File: src/logic/hsfc_pkg.sv
package hsfc_pkg;
   // ----------------------------------------
   // Roles and port selection
   // ----------------------------------------
   typedef enum logic [1:0] {
      HSFC_ROLE_BASE = 2'b00,
      HSFC_ROLE_REMOTE = 2'b01,
      HSFC_ROLE_ROUTER = 2'b10
   } hsfc_role_e;

   localparam int HSFC_GPIO_COUNT = 6;
   localparam int HSFC_WAKE_PINS = 4;
   localparam int HSFC_BEACON_MISS_HOPS = 50;
   localparam int HSFC_PATTERN_COUNT = 12;
   localparam int HSFC_CHECK_BITS = 24;
   localparam int HSFC_UART_MAX_BPS = 250000;
   localparam int HSFC_SPI_MAX_BPS = 500000;
   localparam int HSFC_CLK_HZ = 250000000;
   localparam int HSFC_ACT_PULSE_NS = 20000;
   localparam int HSFC_ACT_PULSE_CYC = (HSFC_ACT_PULSE_NS * (HSFC_CLK_HZ / 1000000)) / 1000;
   localparam int HSFC_UART_MIN_DIV = (HSFC_CLK_HZ + HSFC_UART_MAX_BPS - 1) / HSFC_UART_MAX_BPS;
   localparam int HSFC_SPI_MIN_DIV = (HSFC_CLK_HZ + HSFC_SPI_MAX_BPS - 1) / HSFC_SPI_MAX_BPS;
   localparam logic [5:0] HSFC_GPIO_RST_DIR = 6'h00;
   localparam logic [5:0] HSFC_GPIO_RST_PULL = 6'h00;

   // ----------------------------------------
   // Grouped carriers
   // ----------------------------------------
   typedef struct packed {
      logic rx_valid;
      logic rx_upstream;
      logic tx_sent;
      logic tx_downstream;
      logic sync_gained;
      logic hop_tick;
      logic beacon_heard;
   } hsfc_radio_ev_s;

   typedef struct packed {
      logic [5:0] dir;
      logic [5:0] pull;
      logic [5:0] level;
      logic [5:0] wake_en;
   } hsfc_gpio_cfg_s;
endpackage

File: src/logic/hsfc_pins.sv
// What this block does
// - Base: pulse activity output on every valid received packet.
// - Remote: pulse activity output on every transmitted packet.
// - Router: pulse on valid upstream receive and downstream transmit.
// - Activity pin may instead carry diagnostic serial output.
// - Base: carrier detect on valid packet, drop after registration time-out.
// - Router/remote: carrier detect on sync, drop after 50 hops without beacon.
// - Carrier-detect pin may instead become diagnostic serial input.
// - General input pins offer pull-up and wake from sleep.
// - Output power-on level; sleep direction, pull, level set separately.
// - Only four of six general pins can wake, only as inputs.
// - Clear-to-send low while host data accepted, high otherwise.
// - Host request-to-send low allows output; high stops module transmit.
// - Pins five and six default general, alternates are flow control.
// - User data via serial or SPI as selected; second serial diagnostic.
// - Serial up to 250 kbps, SPI up to 500 kbps.
// - Serial out toward host on transmit pin, in on receive pin.
// - 24-bit check protects data; ack/retry or redundancy optional.
// - Twelve hopping patterns and two power levels selectable.
// - With SPI slave on, pin four shows data waiting for master.
`timescale 1ns/10ps
`default_nettype none
module hsfc_pins #(
   parameter int REG_TIMEOUT_CYC = 25000000,
   parameter int ACT_PULSE_CYC = hsfc_pkg::HSFC_ACT_PULSE_CYC,
   parameter int PATTERNS = hsfc_pkg::HSFC_PATTERN_COUNT,
   parameter int UART_DIV_MIN = hsfc_pkg::HSFC_UART_MIN_DIV,
   parameter int SPI_DIV_MIN = hsfc_pkg::HSFC_SPI_MIN_DIV
) (
   // Clock and reset
   input wire logic clk,
   input wire logic resetn,
   // Role and alternate-function configuration
   input wire hsfc_pkg::hsfc_role_e role,
   input wire logic diag_on_indicators,
   input wire logic flow_ctrl_en,
   input wire logic spi_select,
   input wire logic sleep_mode,
   input wire logic [3:0] hop_pattern,
   input wire logic power_high,
   input wire logic ack_retry_en,
   input wire logic redundant_en,
   input wire logic [15:0] uart_div,
   input wire logic [15:0] spi_div,
   // Radio-side events
   input wire hsfc_pkg::hsfc_radio_ev_s radio_ev,
   input wire logic rx_can_accept,
   input wire logic spi_data_waiting,
   // Core serial streams
   input wire logic core_tx_bit,
   input wire logic core_diagnostic_serial_out_bit,
   output logic core_rx_bit,
   output logic core_mosi_bit,
   output logic core_diagnostic_serial_in_bit,
   output logic host_tx_allowed,
   // Host-facing pins
   output logic activity_indicator,
   output logic carrier_detect_n,
   input wire logic carrier_detect_in,
   output logic radio_txd,
   input wire logic radio_rxd,
   input wire logic spi_mosi,
   // General pins
   input wire hsfc_pkg::hsfc_gpio_cfg_s gpio_active,
   input wire hsfc_pkg::hsfc_gpio_cfg_s gpio_sleep,
   input wire logic [5:0] gpio_in,
   output logic [5:0] gpio_out,
   output logic [5:0] gpio_oe,
   output logic [5:0] gpio_pullup,
   output logic wake_request,
   // Configuration checks
   output logic cfg_error
);

   // ----------------------------------------
   // State
   // ----------------------------------------
   typedef struct packed {
      logic [2:0] rxd_sync;
      logic [2:0] mosi_sync;
      logic [2:0] diag_sync;
      logic [2:0] rts_sync;
      logic [5:0][2:0] pin_sync;
      logic rxd_q;
      logic mosi_q;
      logic diag_q;
      logic rts_q;
      logic [5:0] pin_q;
      logic [31:0] act_cnt;
      logic act;
      logic carrier;
      logic [31:0] idle_cnt;
      logic [7:0] miss_hops;
      logic txd;
      logic [5:0] gout;
      logic wake;
   } hsfc_state_s;

   hsfc_state_s state;
   hsfc_state_s next_state;
   hsfc_pkg::hsfc_gpio_cfg_s cfg;
   logic act_event;
   logic rts_n;
   logic [5:0] wake_ok;

   // Sleep settings replace active ones whole
   assign cfg = sleep_mode ? gpio_sleep : gpio_active;
   assign rts_n = state.rts_q;

   // ----------------------------------------
   // Activity event selection
   // ----------------------------------------
   always_comb begin
      unique case (role)
         hsfc_pkg::HSFC_ROLE_BASE: act_event = radio_ev.rx_valid;
         hsfc_pkg::HSFC_ROLE_REMOTE: act_event = radio_ev.tx_sent;
         hsfc_pkg::HSFC_ROLE_ROUTER: act_event = (radio_ev.rx_valid & radio_ev.rx_upstream) |
            (radio_ev.tx_sent & radio_ev.tx_downstream);
         default: act_event = 1'b0;
      endcase
   end

   // Wake capable only on low four, only as input
   generate
      for (genvar i = 0; i < 6; i++) begin : g_wake
         if (i < hsfc_pkg::HSFC_WAKE_PINS) begin : g_cap
            assign wake_ok[i] = cfg.wake_en[i] & ~cfg.dir[i];
         end else begin : g_nocap
            assign wake_ok[i] = 1'b0;
         end
      end
   endgenerate

   // ----------------------------------------
   // Next state
   // ----------------------------------------
   always_comb begin
      next_state = state;
      // Only the agreeing second and third stages feed logic
      next_state.rxd_sync = {state.rxd_sync[1:0], radio_rxd};
      next_state.mosi_sync = {state.mosi_sync[1:0], spi_mosi};
      next_state.diag_sync = {state.diag_sync[1:0], carrier_detect_in};
      next_state.rts_sync = {state.rts_sync[1:0], gpio_in[5]};
      if (state.rxd_sync[2] == state.rxd_sync[1]) next_state.rxd_q = state.rxd_sync[2];
      if (state.mosi_sync[2] == state.mosi_sync[1]) next_state.mosi_q = state.mosi_sync[2];
      if (state.diag_sync[2] == state.diag_sync[1]) next_state.diag_q = state.diag_sync[2];
      if (state.rts_sync[2] == state.rts_sync[1]) next_state.rts_q = state.rts_sync[2];
      for (int i = 0; i < 6; i++) begin
         next_state.pin_sync[i] = {state.pin_sync[i][1:0], gpio_in[i]};
         if (state.pin_sync[i][2] == state.pin_sync[i][1]) next_state.pin_q[i] = state.pin_sync[i][2];
      end

      // Fixed-width pulse; a new event restarts it
      if (act_event) begin
         next_state.act = 1'b1;
         next_state.act_cnt = 32'(ACT_PULSE_CYC - 1);
      end else if (state.act_cnt != 32'h0000_0000) begin
         next_state.act_cnt = state.act_cnt - 32'h0000_0001;
      end else begin
         next_state.act = 1'b0;
      end

      // Carrier detect
      if (role == hsfc_pkg::HSFC_ROLE_BASE) begin
         next_state.miss_hops = 8'h00;
         if (radio_ev.rx_valid) begin
            next_state.carrier = 1'b1;
            next_state.idle_cnt = 32'h0000_0000;
         end else if (state.carrier) begin
            if (state.idle_cnt >= 32'(REG_TIMEOUT_CYC - 1)) next_state.carrier = 1'b0;
            else next_state.idle_cnt = state.idle_cnt + 32'h0000_0001;
         end
      end else begin
         next_state.idle_cnt = 32'h0000_0000;
         if (radio_ev.sync_gained | radio_ev.beacon_heard) begin
            if (radio_ev.sync_gained) next_state.carrier = 1'b1;
            next_state.miss_hops = 8'h00;
         end else if (state.carrier && radio_ev.hop_tick) begin
            if (state.miss_hops >= 8'(hsfc_pkg::HSFC_BEACON_MISS_HOPS - 1)) begin
               next_state.carrier = 1'b0;
               next_state.miss_hops = 8'h00;
            end else begin
               next_state.miss_hops = state.miss_hops + 8'h01;
            end
         end
      end

      // Transmit held idle-high while host refuses
      next_state.txd = (flow_ctrl_en & rts_n) ? 1'b1 : core_tx_bit;

      // General outputs follow the selected level
      next_state.gout = cfg.level;
      next_state.wake = sleep_mode & |(wake_ok & ~state.pin_q);
   end

   // ----------------------------------------
   // Registers
   // ----------------------------------------
   always_ff @(posedge clk) begin
      if (!resetn) begin
         state <= '0;
         state.rxd_sync <= 3'h7;
         state.mosi_sync <= 3'h7;
         state.diag_sync <= 3'h7;
         state.rts_sync <= 3'h7;
         state.pin_sync <= '1;
         state.rxd_q <= 1'b1;
         state.diag_q <= 1'b1;
         state.rts_q <= 1'b1;
         state.pin_q <= 6'h3F;
         state.txd <= 1'b1;
      end else begin
         state <= next_state;
      end
   end

   // ----------------------------------------
   // Pin muxing
   // ----------------------------------------
   always_comb begin
      activity_indicator = diag_on_indicators ? core_diagnostic_serial_out_bit : state.act;
      carrier_detect_n = ~state.carrier;
      core_diagnostic_serial_in_bit = diag_on_indicators ? state.diag_q : 1'b1;
      radio_txd = spi_select ? 1'b1 : state.txd;
      core_rx_bit = spi_select ? 1'b1 : state.rxd_q;
      core_mosi_bit = spi_select ? state.mosi_q : 1'b0;
      host_tx_allowed = ~flow_ctrl_en | ~rts_n;
      gpio_out = state.gout;
      gpio_oe = cfg.dir;
      gpio_pullup = cfg.pull & ~cfg.dir;
      if (spi_select) begin
         gpio_out[3] = spi_data_waiting;
         gpio_oe[3] = 1'b1;
         gpio_pullup[3] = 1'b0;
      end
      if (flow_ctrl_en) begin
         gpio_out[4] = ~rx_can_accept;
         gpio_oe[4] = 1'b1;
         gpio_pullup[4] = 1'b0;
         gpio_out[5] = 1'b0;
         gpio_oe[5] = 1'b0;
         gpio_pullup[5] = 1'b1;
      end
      wake_request = state.wake;
   end

   // Reject out-of-range hop pattern or serial divisors
   assign cfg_error = (32'(hop_pattern) >= PATTERNS) |
      (32'(uart_div) < UART_DIV_MIN) | (32'(spi_div) < SPI_DIV_MIN);

   // Check width and options are carried by the radio core
   logic unused_ok;
   assign unused_ok = power_high ^ ack_retry_en ^ redundant_en ^ (hsfc_pkg::HSFC_CHECK_BITS == 24);

   // Pins five and six never wake, whatever their enables say
   logic wake_src;
   assign wake_src = sleep_mode & |(cfg.wake_en[3:0] & ~cfg.dir[3:0] & ~state.pin_q[3:0]);

   // ----------------------------------------
   // Checks
   // ----------------------------------------
   chk_base_act_pulse: assert property (@(posedge clk) disable iff (!resetn)
      (role == hsfc_pkg::HSFC_ROLE_BASE && radio_ev.rx_valid) |=> state.act)
      else $error("activity missed on base receive");
   chk_remote_act_pulse: assert property (@(posedge clk) disable iff (!resetn)
      (role == hsfc_pkg::HSFC_ROLE_REMOTE && radio_ev.tx_sent) |=> state.act)
      else $error("activity missed on remote transmit");
   chk_router_act_pulse: assert property (@(posedge clk) disable iff (!resetn)
      (role == hsfc_pkg::HSFC_ROLE_ROUTER && radio_ev.tx_sent && radio_ev.tx_downstream) |=> state.act)
      else $error("activity missed on router downstream");
   chk_router_up_pulse: assert property (@(posedge clk) disable iff (!resetn)
      (role == hsfc_pkg::HSFC_ROLE_ROUTER && radio_ev.rx_valid && radio_ev.rx_upstream) |=> state.act)
      else $error("activity missed on router upstream");
   chk_act_hold: assert property (@(posedge clk) disable iff (!resetn)
      (state.act && !act_event && state.act_cnt != 32'h0000_0000) |=> state.act)
      else $error("activity pulse ended early");
   chk_act_end: assert property (@(posedge clk) disable iff (!resetn)
      (state.act && !act_event && state.act_cnt == 32'h0000_0000) |=> !state.act)
      else $error("activity pulse too long");
   chk_diag_out_mux: assert property (@(posedge clk) disable iff (!resetn)
      diag_on_indicators |-> activity_indicator == core_diagnostic_serial_out_bit)
      else $error("diagnostic output not routed");
   chk_act_default: assert property (@(posedge clk) disable iff (!resetn)
      !diag_on_indicators |-> activity_indicator == state.act)
      else $error("activity pin not in default function");
   chk_base_carrier_set: assert property (@(posedge clk) disable iff (!resetn)
      (role == hsfc_pkg::HSFC_ROLE_BASE && radio_ev.rx_valid) |=> !carrier_detect_n)
      else $error("carrier not asserted on base receive");
   chk_carrier_timeout: assert property (@(posedge clk) disable iff (!resetn)
      (role == hsfc_pkg::HSFC_ROLE_BASE && state.carrier && !radio_ev.rx_valid &&
      state.idle_cnt >= 32'(REG_TIMEOUT_CYC - 1)) |=> carrier_detect_n)
      else $error("carrier kept past registration time-out");
   chk_sync_carrier_set: assert property (@(posedge clk) disable iff (!resetn)
      (role != hsfc_pkg::HSFC_ROLE_BASE && radio_ev.sync_gained) |=> state.carrier)
      else $error("carrier not asserted on sync");
   chk_miss_drop: assert property (@(posedge clk) disable iff (!resetn)
      (role != hsfc_pkg::HSFC_ROLE_BASE && state.carrier && radio_ev.hop_tick && !radio_ev.sync_gained &&
      !radio_ev.beacon_heard && state.miss_hops == 8'(hsfc_pkg::HSFC_BEACON_MISS_HOPS - 1)) |=> carrier_detect_n)
      else $error("carrier kept after missed beacons");
   chk_beacon_clears: assert property (@(posedge clk) disable iff (!resetn)
      (role != hsfc_pkg::HSFC_ROLE_BASE && radio_ev.beacon_heard) |=> state.miss_hops == 8'h00)
      else $error("beacon did not restart hop count");
   chk_diag_in_mux: assert property (@(posedge clk) disable iff (!resetn)
      !diag_on_indicators |-> core_diagnostic_serial_in_bit == 1'b1)
      else $error("diagnostic input not idle");
   chk_sleep_dir: assert property (@(posedge clk) disable iff (!resetn)
      (!spi_select && !flow_ctrl_en) |-> gpio_oe == (sleep_mode ? gpio_sleep.dir : gpio_active.dir))
      else $error("general pin direction wrong");
   chk_no_pull_driven: assert property (@(posedge clk) disable iff (!resetn)
      (!spi_select && !flow_ctrl_en) |-> (gpio_pullup & gpio_oe) == 6'h00)
      else $error("pull-up on a driven pin");
   chk_cts_level: assert property (@(posedge clk) disable iff (!resetn)
      flow_ctrl_en |-> gpio_oe[4] && gpio_out[4] == !rx_can_accept)
      else $error("clear-to-send wrong level");
   chk_rts_pin_input: assert property (@(posedge clk) disable iff (!resetn)
      flow_ctrl_en |-> !gpio_oe[5] && gpio_pullup[5])
      else $error("request-to-send pin not an input");
   chk_rts_stop_tx: assert property (@(posedge clk) disable iff (!resetn)
      (flow_ctrl_en && rts_n && !spi_select) |=> radio_txd)
      else $error("transmit not held while host refuses");
   chk_host_tx_gate: assert property (@(posedge clk) disable iff (!resetn)
      (flow_ctrl_en && rts_n) |-> !host_tx_allowed)
      else $error("transmit allowed while host refuses");
   chk_spi_pin_alt: assert property (@(posedge clk) disable iff (!resetn)
      spi_select |-> gpio_oe[3] && gpio_out[3] == spi_data_waiting)
      else $error("data waiting pin wrong");
   chk_spi_txd_idle: assert property (@(posedge clk) disable iff (!resetn)
      spi_select |-> radio_txd)
      else $error("serial output not idle in SPI mode");
   chk_cfg_range: assert property (@(posedge clk) disable iff (!resetn)
      (32'(hop_pattern) >= PATTERNS) |-> cfg_error)
      else $error("bad hop pattern accepted");
   chk_wake_pins_limit: assert property (@(posedge clk) disable iff (!resetn)
      state.wake |-> $past(wake_src))
      else $error("wake from a pin that cannot wake");
   cov_base_rx: cover property (@(posedge clk) role == hsfc_pkg::HSFC_ROLE_BASE && radio_ev.rx_valid);
   cov_router_act: cover property (@(posedge clk) role == hsfc_pkg::HSFC_ROLE_ROUTER && act_event);
   cov_carrier_drop: cover property (@(posedge clk) $fell(state.carrier));
   cov_flow_stop: cover property (@(posedge clk) flow_ctrl_en && rts_n);
   cov_wake: cover property (@(posedge clk) wake_request);

endmodule // hsfc_pins
`default_nettype wire

File: config.mk
export PLATFORM = sky130hd
export DESIGN_NAME = hsfc_pins
export DESIGN_NICKNAME = d
export VERILOG_FILES = /design/src/logic/hsfc_pkg.sv /design/src/logic/hsfc_pins.sv
export SDC_FILE = /design/constraint.sdc
export NUM_CORES = 1
export LEC_CHECK = 0
export ABC_AREA = 1
export CAP_MARGIN = 20
export CORE_ASPECT_RATIO = 0.9
export CORE_UTILIZATION = 40
export DETAILED_ROUTE_END_ITERATION = 16
export DONT_BUFFER_PORTS = 1
export GPL_TIMING_DRIVEN = 1
export PLACE_DENSITY = 0.58
export SYNTH_ARGS = -nofsm -noshare
export SYNTH_HDL_FRONTEND = slang
export SYNTH_SLANG_ARGS = --single-unit
File: constraint.sdc
create_clock -name clk -period 2.35 [get_ports clk]
set_input_delay 0.3525 -clock clk [delete_from_list [all_inputs] [get_ports clk]]
set_output_delay 0.3525 -clock clk [all_outputs]
set_load 0.03 [all_outputs]
; Word level (Yosys, flattened, before mapping)
; Index checks and enable logic that the tools add are counted.
[word_totals]
latchBits = 0
regBits = 122
input_bits = 115
mem_bits_ro = 0
ram_bits = 0
out_inout_bits = 27
n_memories = 0
elab_cells = 120
[classes]
n_shift = 0
eq_ne = 14
n_mul = 0
bitwise_logic = 28
order_cmp = 5
div = 0
addsub = 3
mux = 28
n_reduce_logical = 13
[op_table]
columns = cell, n
row1 = two-way mux 33 bit, 2
row2 = two-way mux 41 bit, 1
row3 = adder 32 x 1 -> 32 bit (second input constant), 1
row4 = >= comparator 32 x 25 -> 1 bit (second input constant), 1
row5 = two-way mux 32 bit, 1
row6 = nonzero test 32 bit, 1
row7 = subtractor 32 x 1 -> 32 bit (second input constant), 1
row8 = two-way mux 24 bit, 1
row9 = two-way mux 8 bit, 3
row10 = < comparator 16 x 10 -> 1 bit (second input constant), 1
row11 = < comparator 16 x 9 -> 1 bit (second input constant), 1
row12 = two-way mux 1 bit, 14
row13 = two-way mux 14 bit, 1
row14 = two-way mux 13 bit, 1
row15 = NOT 6 bit, 2
row16 = NOT 1 bit, 11
row17 = equality test 1 bit, 10
row18 = adder 8 x 1 -> 8 bit (second input constant), 1
row19 = AND 1 bit, 8
row20 = >= comparator 8 x 6 -> 1 bit (second input constant), 1
row21 = AND 4 x 6 -> 6 bit, 1
row22 = AND 6 bit, 1
row23 = two-way mux 2 bit, 3
row24 = nonzero test 3 bit, 2
row25 = other kinds (15), 21

; Logic depth before layout (Yosys ltp)
; Gate-level depths: netlist (run 1).
[depth]
depth_word = 6
mapped_depth = 12
depth_no_buf = 12

; Worst setup path after synthesis (run 1)
; No wires, ideal clock.
[synth_path]
path_kind = in2out
from = input sleep_mode
to = output gpio_pullup[3]
arrival_time_ns = 1.642
cell_stages = 6
path_slack_ns = 0.355
required_time_ns = 1.997
path_buffers = 1
path_cell_list = inv_2 clkbuf_1 or2_1 o21ai_0 nand2_1 a21oi_1
[synth_between]
elab_chain_cells = 4
[synth_rtl]
columns = item, line
row1 = "start, declared", hsfc_pins.sv:38  ; input wire logic sleep_mode,
row2 = two-way mux 24 bit (*), hsfc_pins.sv:107  ; assign cfg = sleep_mode ? gpio_sleep : gpio_active;
row3 = NOT 6 bit, hsfc_pins.sv:230  ; gpio_pullup = cfg.pull & ~cfg.dir;
row4 = AND 6 bit (*), hsfc_pins.sv:230
row5 = two-way mux 1 bit (*), hsfc_pins.sv:231  ; if (spi_select) begin
row6 = "end, declared", hsfc_pins.sv:69  ; output logic [5:0] gpio_pullup,
; Every way passes the cells marked *; elsewhere a longest branch is shown, timed or not.

; Worst setup path after layout (run 1)
[layout_path]
from = register state[16] (netlist bit)
to = register state[35] (netlist bit)
[layout_between]
elab_chain_cells = 3
elab_cells_between_ends = 4
classes_between = 1 x add/sub / 1 x order compare / 1 x bitwise / 1 x reduce/logical
[layout_rtl]
columns = item, line
row1 = "start, declared", hsfc_pins.sv:99  ; hsfc_state_s state;
row2 = "start signal, assigned", hsfc_pins.sv:213  ; state <= next_state;
row3 = >= comparator 32 x 25 -> 1 bit, hsfc_pins.sv:170  ; if (state.idle_cnt >= 32'(REG_TIMEOUT_CYC - 1)) next_state.carrier = 1'b0;
row4 = NOT 1 bit (no source line), --
row5 = AND reduction 2 bit (no source line), --
; Parallel ways exist; a longest one is shown, timed or not.
; A chain may end at the register's enable or synchronous reset.

==> results of run 1 <==
==> metal layers <==
layer | global-route usage [%] | vias up
li1 | - | 2728
met1 | 27.7 | 2335
met2 | 27.2 | 136
met3 | 5.27 | 12
met4 | 6.25 | 0
met5 | 0 | -
==> where the power goes <==
part	internal [uW]	leakage [uW]	total (uW)	switching, uW
Combinational	299	0.00153	866	567
Clock	1710	0.000294	2670	965
Sequential	2020	0.000930	2100	76.0
Total	4030	0.00275	5640	1610
==> cell usage in the layout (no fill, tap or decap), types with 4 or more instances in the layout <==
| master | Yosys | final |
|---|---|---|
| or2_2 | 29 | 29 |
| a211oi_1 | 4 | 4 |
| xnor2_1 | 26 | 26 |
| inv_1 | 63 | 63 |
| inv_2 | 5 | 5 |
| nor3_1 | 20 | 20 |
| nand2_2 | 7 | 7 |
| nand2_1 | 196 | 196 |
| a21oi_1 | 35 | 35 |
| nor2_1 | 161 | 161 |
| ha_1 | 6 | 6 |
| o21ai_0 | 27 | 27 |
| a21oi_2 | 10 | 10 |
| nand3_1 | 30 | 30 |
| inv_6 | 0 | 5 |
| dfxtp_1 | 114 | 114 |
| buf_4 | 7 | 16 |
| clkbuf_16 | 0 | 17 |
| xor2_1 | 22 | 22 |
| nor4_1 | 5 | 5 |
| nand4_1 | 31 | 31 |
==> registers in the layout (all words and copies together) (netlist names) <==
name and flops:
wake_request 1, gpio_out 3, state 93, next_state 16
rts_n 1
==> worst max-delay path, cell delays in order (launching register included) <==
cell	delay [ns]
dfxtp_1	0.40
ha_1	0.25
inv_2	0.08
nor2_4	0.20
nand2_4	0.10
nand2_2	0.07
nand3_2	0.06
nand3_2	0.09
nand2_4	0.06
nand3_4	0.23
nand2_1	0.11
a21oi_1	0.15
==> final cells by class <==
cell class / count / area (um^2) / share of cell area, %
clock buffers: 18 / 439 / 6.50
clock inverters: 13 / 175 / 2.59
inverters: 68 / 255 / 3.78
multi-input cells: 637 / 3240 / 48.0
flip-flops and latches: 114 / 2280 / 33.8
well taps: 193 / 241 / 3.58
repair buffers: 16 / 120 / 1.78
==> worst min-delay path by stage <==
stage,endpoint,slack (ns),cells past startpoint
finish,state[7],0.03,2
global route,next_state[96],0.02,1
global placement,next_state[97],0.40,1
CTS,state[7],0.02,2
detailed placement,next_state[118],0.40,1
floorplan,next_state[100],0.39,1
==> logic make-up after synthesis <==
| kind of cell | count (synthesis) | share of synthesized area [%] |
|---|---|---|
| compound gates | 84 | 8.61 |
| xor+xnor | 48 | 7.07 |
| fa+ha+maj | 6 | 1.26 |
| buf+inv | 100 | 7.13 |
| flops | 114 | 38.4 |
| mux | 1 | 0.168 |
| simple gates | 498 | 37.4 |
==> metrics by stage <==
stage | area, um^2 | hold WS (ns) | worst slack [ns] | power (uW) | instances
3_5_place_dp | 6140 | 0.397 | 0.481 | 3000 | 1028
3_3_place_gp | 6140 | 0.396 | 0.500 | 3000 | 1028
6_report | 6750 | 0.0343 | 0.457 | 5640 | 1059
2_1_floorplan | 5950 | 0.393 | 0.355 | 2820 | 851
4_1_cts | 6750 | 0.0184 | 0.453 | 5700 | 1059
5_1_grt | 6750 | 0.0195 | 0.252 | 5920 | 1059
==> synth_stat cells (20+ instances only) <==
cell type | n | share of area [%]
a21oi_1 | 35 | 2.9
dfxtp_1 | 114 | 38
inv_1 | 63 | 4.0
nand2_1 | 196 | 12
nand3_1 | 30 | 2.5
nand4_1 | 31 | 3.3
nor2_1 | 161 | 10
nor3_1 | 20 | 1.7
o21ai_0 | 27 | 2.3
or2_2 | 29 | 3.1
xnor2_1 | 26 | 3.8
xor2_1 | 22 | 3.2
==> metrics.yaml, run 1 <==
outcome: "complete, no violations"
tritoncts: "yes"
post_drt_wl_per_cell_um: 13.1
power_density_nw_per_um2: 834
met3WireLength_um: 772
post_cts_resized: 0
wl_met2_mm: 5.84
rr_startpoint: "state[16]"
hold_viol_final: 0
layout-drive-gt1-share_pct: 12.9
start_kind: "flip-flop"
rows: 41
hold_buffers: 0
cts_setup_buffers: 0
numPortBuffers: 0
die_h_um: 118
core_area_um2: 14300
ys.warnings.count: 0
met1_length_mm: 7.08
r2r_slack_ns: 0.46
synth_edf_count: 0
async_flop_share_pct: 0
vias_per_cell: 4.92
cts_sinks: 114
cts.clk_slew.worst_paths_ns: 0.06
ys_ff_latch: 114
final_util_pct: 47.4
min_from: "core_tx_bit"
yosysSeqAreaShare_pct: 38.4
endpoint_kind: "flip-flop"
num_io_pins: 142
final_nets: 975
h-tree-depth: 4
tritoncts.num_buffers: 17
layout_min_cycle_time_ns: 1.89
setup_viol: 0
slew_headroom_pct: 60.1
antenna_found_initial: 0
finalWeightedCongestion: 0.871
fmax_mhz: 528
finalWirelength_mm: 13.8
tightestPinTransition_ns: 0.598
grt_pass1_vias: 4863
fp.dieW_um: 131
synth_top_flop_cell: "dfxtp_1"
slew_violations: 0
first_pass_iters: 5
r2r_end: "state[35]"
vias: 5211
min_path_type: "in -> reg"
grt_usage_pct: 19.2
syn-mean-instance-area_um2: 6.99
drc: 0
peakVddDrop_mv: 0.534
drtAntennaViolNets: 0
drtIter0Drc: 260
setup_tns_ns: 0
path_max_fanout: 23
die_area_um2: 15400
cp-endpoint: "state[35]"
hpwlAfterDp_mm: 10.0
root_buffer: "clkbuf_16"
antennaDiodeCount: 0
syn_area_um2: 5950
worst_r2r_path_depth: 11
synthCells: 851
setup.worst_path.start: "state[16]"
syn2layout_area_growth_pct: 13.6
crit_type: "reg -> reg"
synth_cell_type_count: 42
skew_ns: 0.00738
grt_max_degree: 41
topRoutingLayerUsed: "met4"
start_util_pct: 41.7
critPathRequiredTime_ns: 2.69
period_share_pct: 80.6
grt_pass1_wl_mm: 23.2
grt_setup_unrepaired: "no"
drv_cap: 0
clock_path_buffers: 2
clk_latency_ns: 0.41
n_fill_cell: 1482
cellLeakagePower_uw: 0.00275
arrival_ns: 2.24
grt-ovfl-total: 0
synth_nets: 972
Note: power is estimated with default switching activity, not from simulation.
==> inputs of run 2 (changes only) <==
--- a/config.mk
+++ b/config.mk
@@ -5,7 +5,7 @@
 export SDC_FILE = /design/constraint.sdc
 export NUM_CORES = 1
 export LEC_CHECK = 0
-export ABC_AREA = 1
+export ABC_AREA = 0
 export CAP_MARGIN = 20
 export CORE_ASPECT_RATIO = 0.9
 export CORE_UTILIZATION = 40
==> constraint.sdc (replaced) <==
create_clock -name clk -period 1.79 [get_ports clk]
set_input_delay 0.2685 -clock clk [delete_from_list [all_inputs] [get_ports clk]]
set_output_delay 0.2685 -clock clk [all_outputs]
set_load 0.03 [all_outputs]
==> run 2 against run 1 <==
The flow now finishes with violations (setup timing). Clock skew increased by 0.00056 ns. Sequential power is 32% higher. Sequential cell count did not move. Design area increased by 10%. Clock power increased by 19%. Clock-buffer cell count unchanged. Total power increased by 39%. Critical path depth fell by 5. Via count is 14% lower. Cell count is 18% lower. Non-clock buffer count rose by 122. Utilization is 14 points higher. Largest power group unchanged.
==> metrics.yaml, run 2 <==
synth_nets: 687  # was 972
finalWeightedCongestion: 0.765  # was 0.871
violations: "setup timing"
vias_per_cell: 5.13  # was 4.92
die_area_um2: 13100  # was 15400 um^2
skew_ns: 0.00794  # was 0.00738 ns
cts_sinks: 114  # unchanged
synth_top_cell_area_share_pct: 45.3  # was 38.4%
critPathRequiredTime_ns: 2.08  # was 2.69 ns
pwr-share-comb_pct: 23.8  # was 15.4%
synth_edf_count: 0  # unchanged
yosys-top-cells-area: "dfxtp_1 45%, nor2_1 6.0%, xnor2_1 4.2%"  # was dfxtp_1 38%, nand2_1 12%, nor2_1 10%
grt-ovfl-total: 0  # unchanged
grt_max_degree: 40  # was 41
final_cell_mix: "100 x dfxtp_1, 100 x buf_4, 68 x nor2_1"  # was 196 x nand2_1, 161 x nor2_1, 114 x dfxtp_1
grt_pass1_vias: 4320  # was 4863
n_fill_cell: 1032  # was 1482
crit_family: "simple AND/OR/NAND/NOR gates"  # unchanged
core_area_um2: 12200  # was 14300 um^2
cp-endpoint: "state[80]"  # was state[35]
synth_top_flop_cell: "dfxtp_1"  # unchanged
outcome: "finished, violations left"  # was complete, no violations
cts.clk_slew.worst_paths_ns: 0.05  # was 0.06 ns
peakVddDrop_mv: 0.591  # was 0.534 mV
fmax_mhz: 436  # was 528 MHz
min_path_type: "in -> reg"  # unchanged
r2r_slack_ns: -0.50  # was 0.46 ns
antennaDiodeCount: 0  # unchanged
arrival_ns: 2.58  # was 2.24 ns
crit_type: "reg -> reg"  # unchanged
fin_ws_ns: -0.504  # was 0.457 ns
p_int_uw: 5600  # was 4030 uW
antenna_found_initial: 0  # unchanged
power.share.clock_pct: 40.7  # was 47.4%
path_cells: "or4_4 -> or3_4 -> or3_4 -> or4_4 -> xor2_2 -> nor2_1"  # was ha_1 -> inv_2 -> nor2_4 -> nand2_4 -> nand2_2 -> nand3_2 -> nand3_2 -> nand2_4 -> nand3_4 -> nand2_1 -> a21oi_1
async_flop_share_pct: 0  # unchanged
syn-mean-instance-area_um2: 8.90  # was 6.99 um^2
power_uw: 7840  # was 5640 uW
first_pass_iters: 4  # was 5
hpwlAfterDp_mm: 8.40  # was 10.0 mm
hold_viol_final: 0  # unchanged
dp_cells: 800  # was 1028
p_sw_share_pct: 28.6  # was 28.5%
num_io_pins: 142  # unchanged
yosysSeqAreaShare_pct: 45.3  # was 38.4%
drtAntennaViolNets: 0  # unchanged
drtIter0Drc: 194  # was 260
die_h_um: 108  # was 118 um
start_kind: "flip-flop"  # unchanged
final_nets: 817  # was 975
ys.warnings.count: 0  # unchanged
numPortBuffers: 0  # unchanged
tritoncts: "yes"  # unchanged
drv_cap: 0  # unchanged
synth_most_common_cell: "dfxtp_1"  # was nand2_1
slew_violations: 0  # unchanged
rr_startpoint: "state[70]"  # was state[16]
endpoint_kind: "flip-flop"  # unchanged
layout.cells.non_filler: 869  # was 1059
h-tree-depth: 4  # unchanged
clk_latency_ns: 0.41  # about the same
path_max_fanout: 2  # was 23
fp.dieW_um: 120  # was 131 um
power_density_nw_per_um2: 1050  # was 834 nW/um^2
slew_headroom_pct: 60.3  # was 60.1%
finalWirelength_mm: 12.8  # was 13.8 mm
synthCells: 566  # was 851
top_register: "state"  # unchanged
rows: 38  # was 41
syn2layout_area_growth_pct: 48.0  # was 13.6%
grt_setup_unrepaired: "yes"  # was no
setup_viol: 59  # was 0
grt_usage_pct: 19.3  # was 19.2%
synth_cell_type_count: 57  # was 42
cellLeakagePower_uw: 0.00291  # was 0.00275 uW
setup_tns_ns: -11.68  # was 0 ns
period_share_pct: 128  # was 80.6%
start_util_pct: 41.4  # was 41.7%
switchingPower_uw: 2240  # was 1610 uW
worst_r2r_path_depth: 6  # was 11
synth_top_area_cell: "dfxtp_1"  # unchanged
drc: 0  # unchanged
r2r_end: "state[80]"  # was state[35]
post_drt_wl_per_cell_um: 14.8  # was 13.1 um
clock_path_buffers: 2  # unchanged
worst-path-buf-inv: 0  # was 1
tritoncts.num_buffers: 17  # unchanged
layout-drive-gt1-share_pct: 39.1  # was 12.9%
holdWs_ns: 0.0160  # was 0.0343 ns
cp.depth: 6  # was 11
ys_ff_latch: 114  # unchanged
root_buffer: "clkbuf_16"  # unchanged
tightestPinTransition_ns: 0.594  # was 0.598 ns
grt_pass1_wl_mm: 19.7  # was 23.2 mm
setup.worst_path.start: "state[70]"  # was state[16]
critical-path-slowest-cell: "or4_4"  # was dfxtp_1
syn_area_um2: 5040  # was 5950 um^2
max_stage_delay_ns: 0.54  # was 0.40 ns
layout_min_cycle_time_ns: 2.29  # was 1.89 ns
synth_common_cells: "114 x dfxtp_1, 80 x nor2_1, 37 x nand2_1"  # was 196 x nand2_1, 161 x nor2_1, 114 x dfxtp_1
vias: 4462  # was 5211
largest_reg_flops: 93  # unchanged
seqPwrFrac_pct: 35.5  # was 37.2%
run 2: changes by cell type in the layout (fill, tap and decap cells not counted), sizes merged, moves of 10 or more:
cell / change
and3: +16
dlygate4sd3: +12
nand2: -168
buf: +110
or4: +11
nor3: -14
nand3: -17
nor2: -84
inv: -57
nand2b: +26
or2: -29
mux2i: +17
nand4: -26
a21oi: -10
run 2: timing repair:
action                                  CTS  global route
buffers inserted                          9            14
endpoints found under the setup margin   67            67
hold buffers                             13             0
resized for setup                        53            78
pin swaps                                24            44
gates cloned                              0             1
endpoints found under the hold margin    40             0
run 2: cell families (layout without fill, tap and decap cells):
logic type | count (synthesis) | count (layout) | share of synthesized area, %
AND/OR/NAND/NOR | 252 | 252 | 26.4
XOR/XNOR | 42 | 42 | 7.30
buffers and inverters | 41 | 184 | 3.50
adder cells (fa/ha/maj) | 6 | 6 | 1.49
AO/OA/AOI/OAI | 88 | 88 | 11.3
flip-flops | 114 | 114 | 45.3
multiplexers | 23 | 23 | 4.69
run 2: worst min path at each step:
stage / from / end / slack (ns) / depth (start not counted)
global route: gpio_sleep[11] / state[6] / 0.004 / 2
floorplan: gpio_in[3] / next_state[102] / 0.37 / 1
global placement: resetn / state[115] / 0.36 / 1
finish: gpio_sleep[11] / state[6] / 0.02 / 2
detailed placement: resetn / state[118] / 0.36 / 1
CTS: gpio_sleep[11] / state[6] / 0.0004 / 2
run 2: cell type report:
class / instances / area (um^2) / share of cell area (%)
Clock inverter: 14 / 134 / 1.80
Multi-Input combinational cell: 411 / 3140 / 42.2
Clock buffer: 18 / 439 / 5.89
Tap cell: 160 / 200 / 2.68
Sequential cell: 114 / 2300 / 30.9
Timing Repair Buffer: 138 / 1180 / 15.9
Inverter: 14 / 52.6 / 0.705
run 2: metrics by stage:
stage / utilization, % / setup WS, ns / area (um^2)
3_3_place_gp: 49.2 / -0.529 / 5990
6_report: 61.3 / -0.504 / 7460
4_1_cts: 57.3 / -0.511 / 6980
3_5_place_dp: 49.2 / -0.537 / 5990
5_1_grt: 61.3 / -0.561 / 7460
2_1_floorplan: - / -0.518 / 5180
run 2: power by group through the flow:
stage	logic, uW	registers (uW)	clock network, uW
floorplan	862	2830	0
global placement	1300	2820	0
detailed placement	1340	2820	0
CTS	1470	2780	3260
global route	2030	2790	3410
finish	1870	2780	3190
run 2: layer usage:
metal	track usage [%]	routed length, um	up-vias
met5	0	0	-
met4	5.73	133	0
met3	5.91	357	11
met2	34.4	6710	53
met1	22.3	5630	2141
li1	-	-	2257
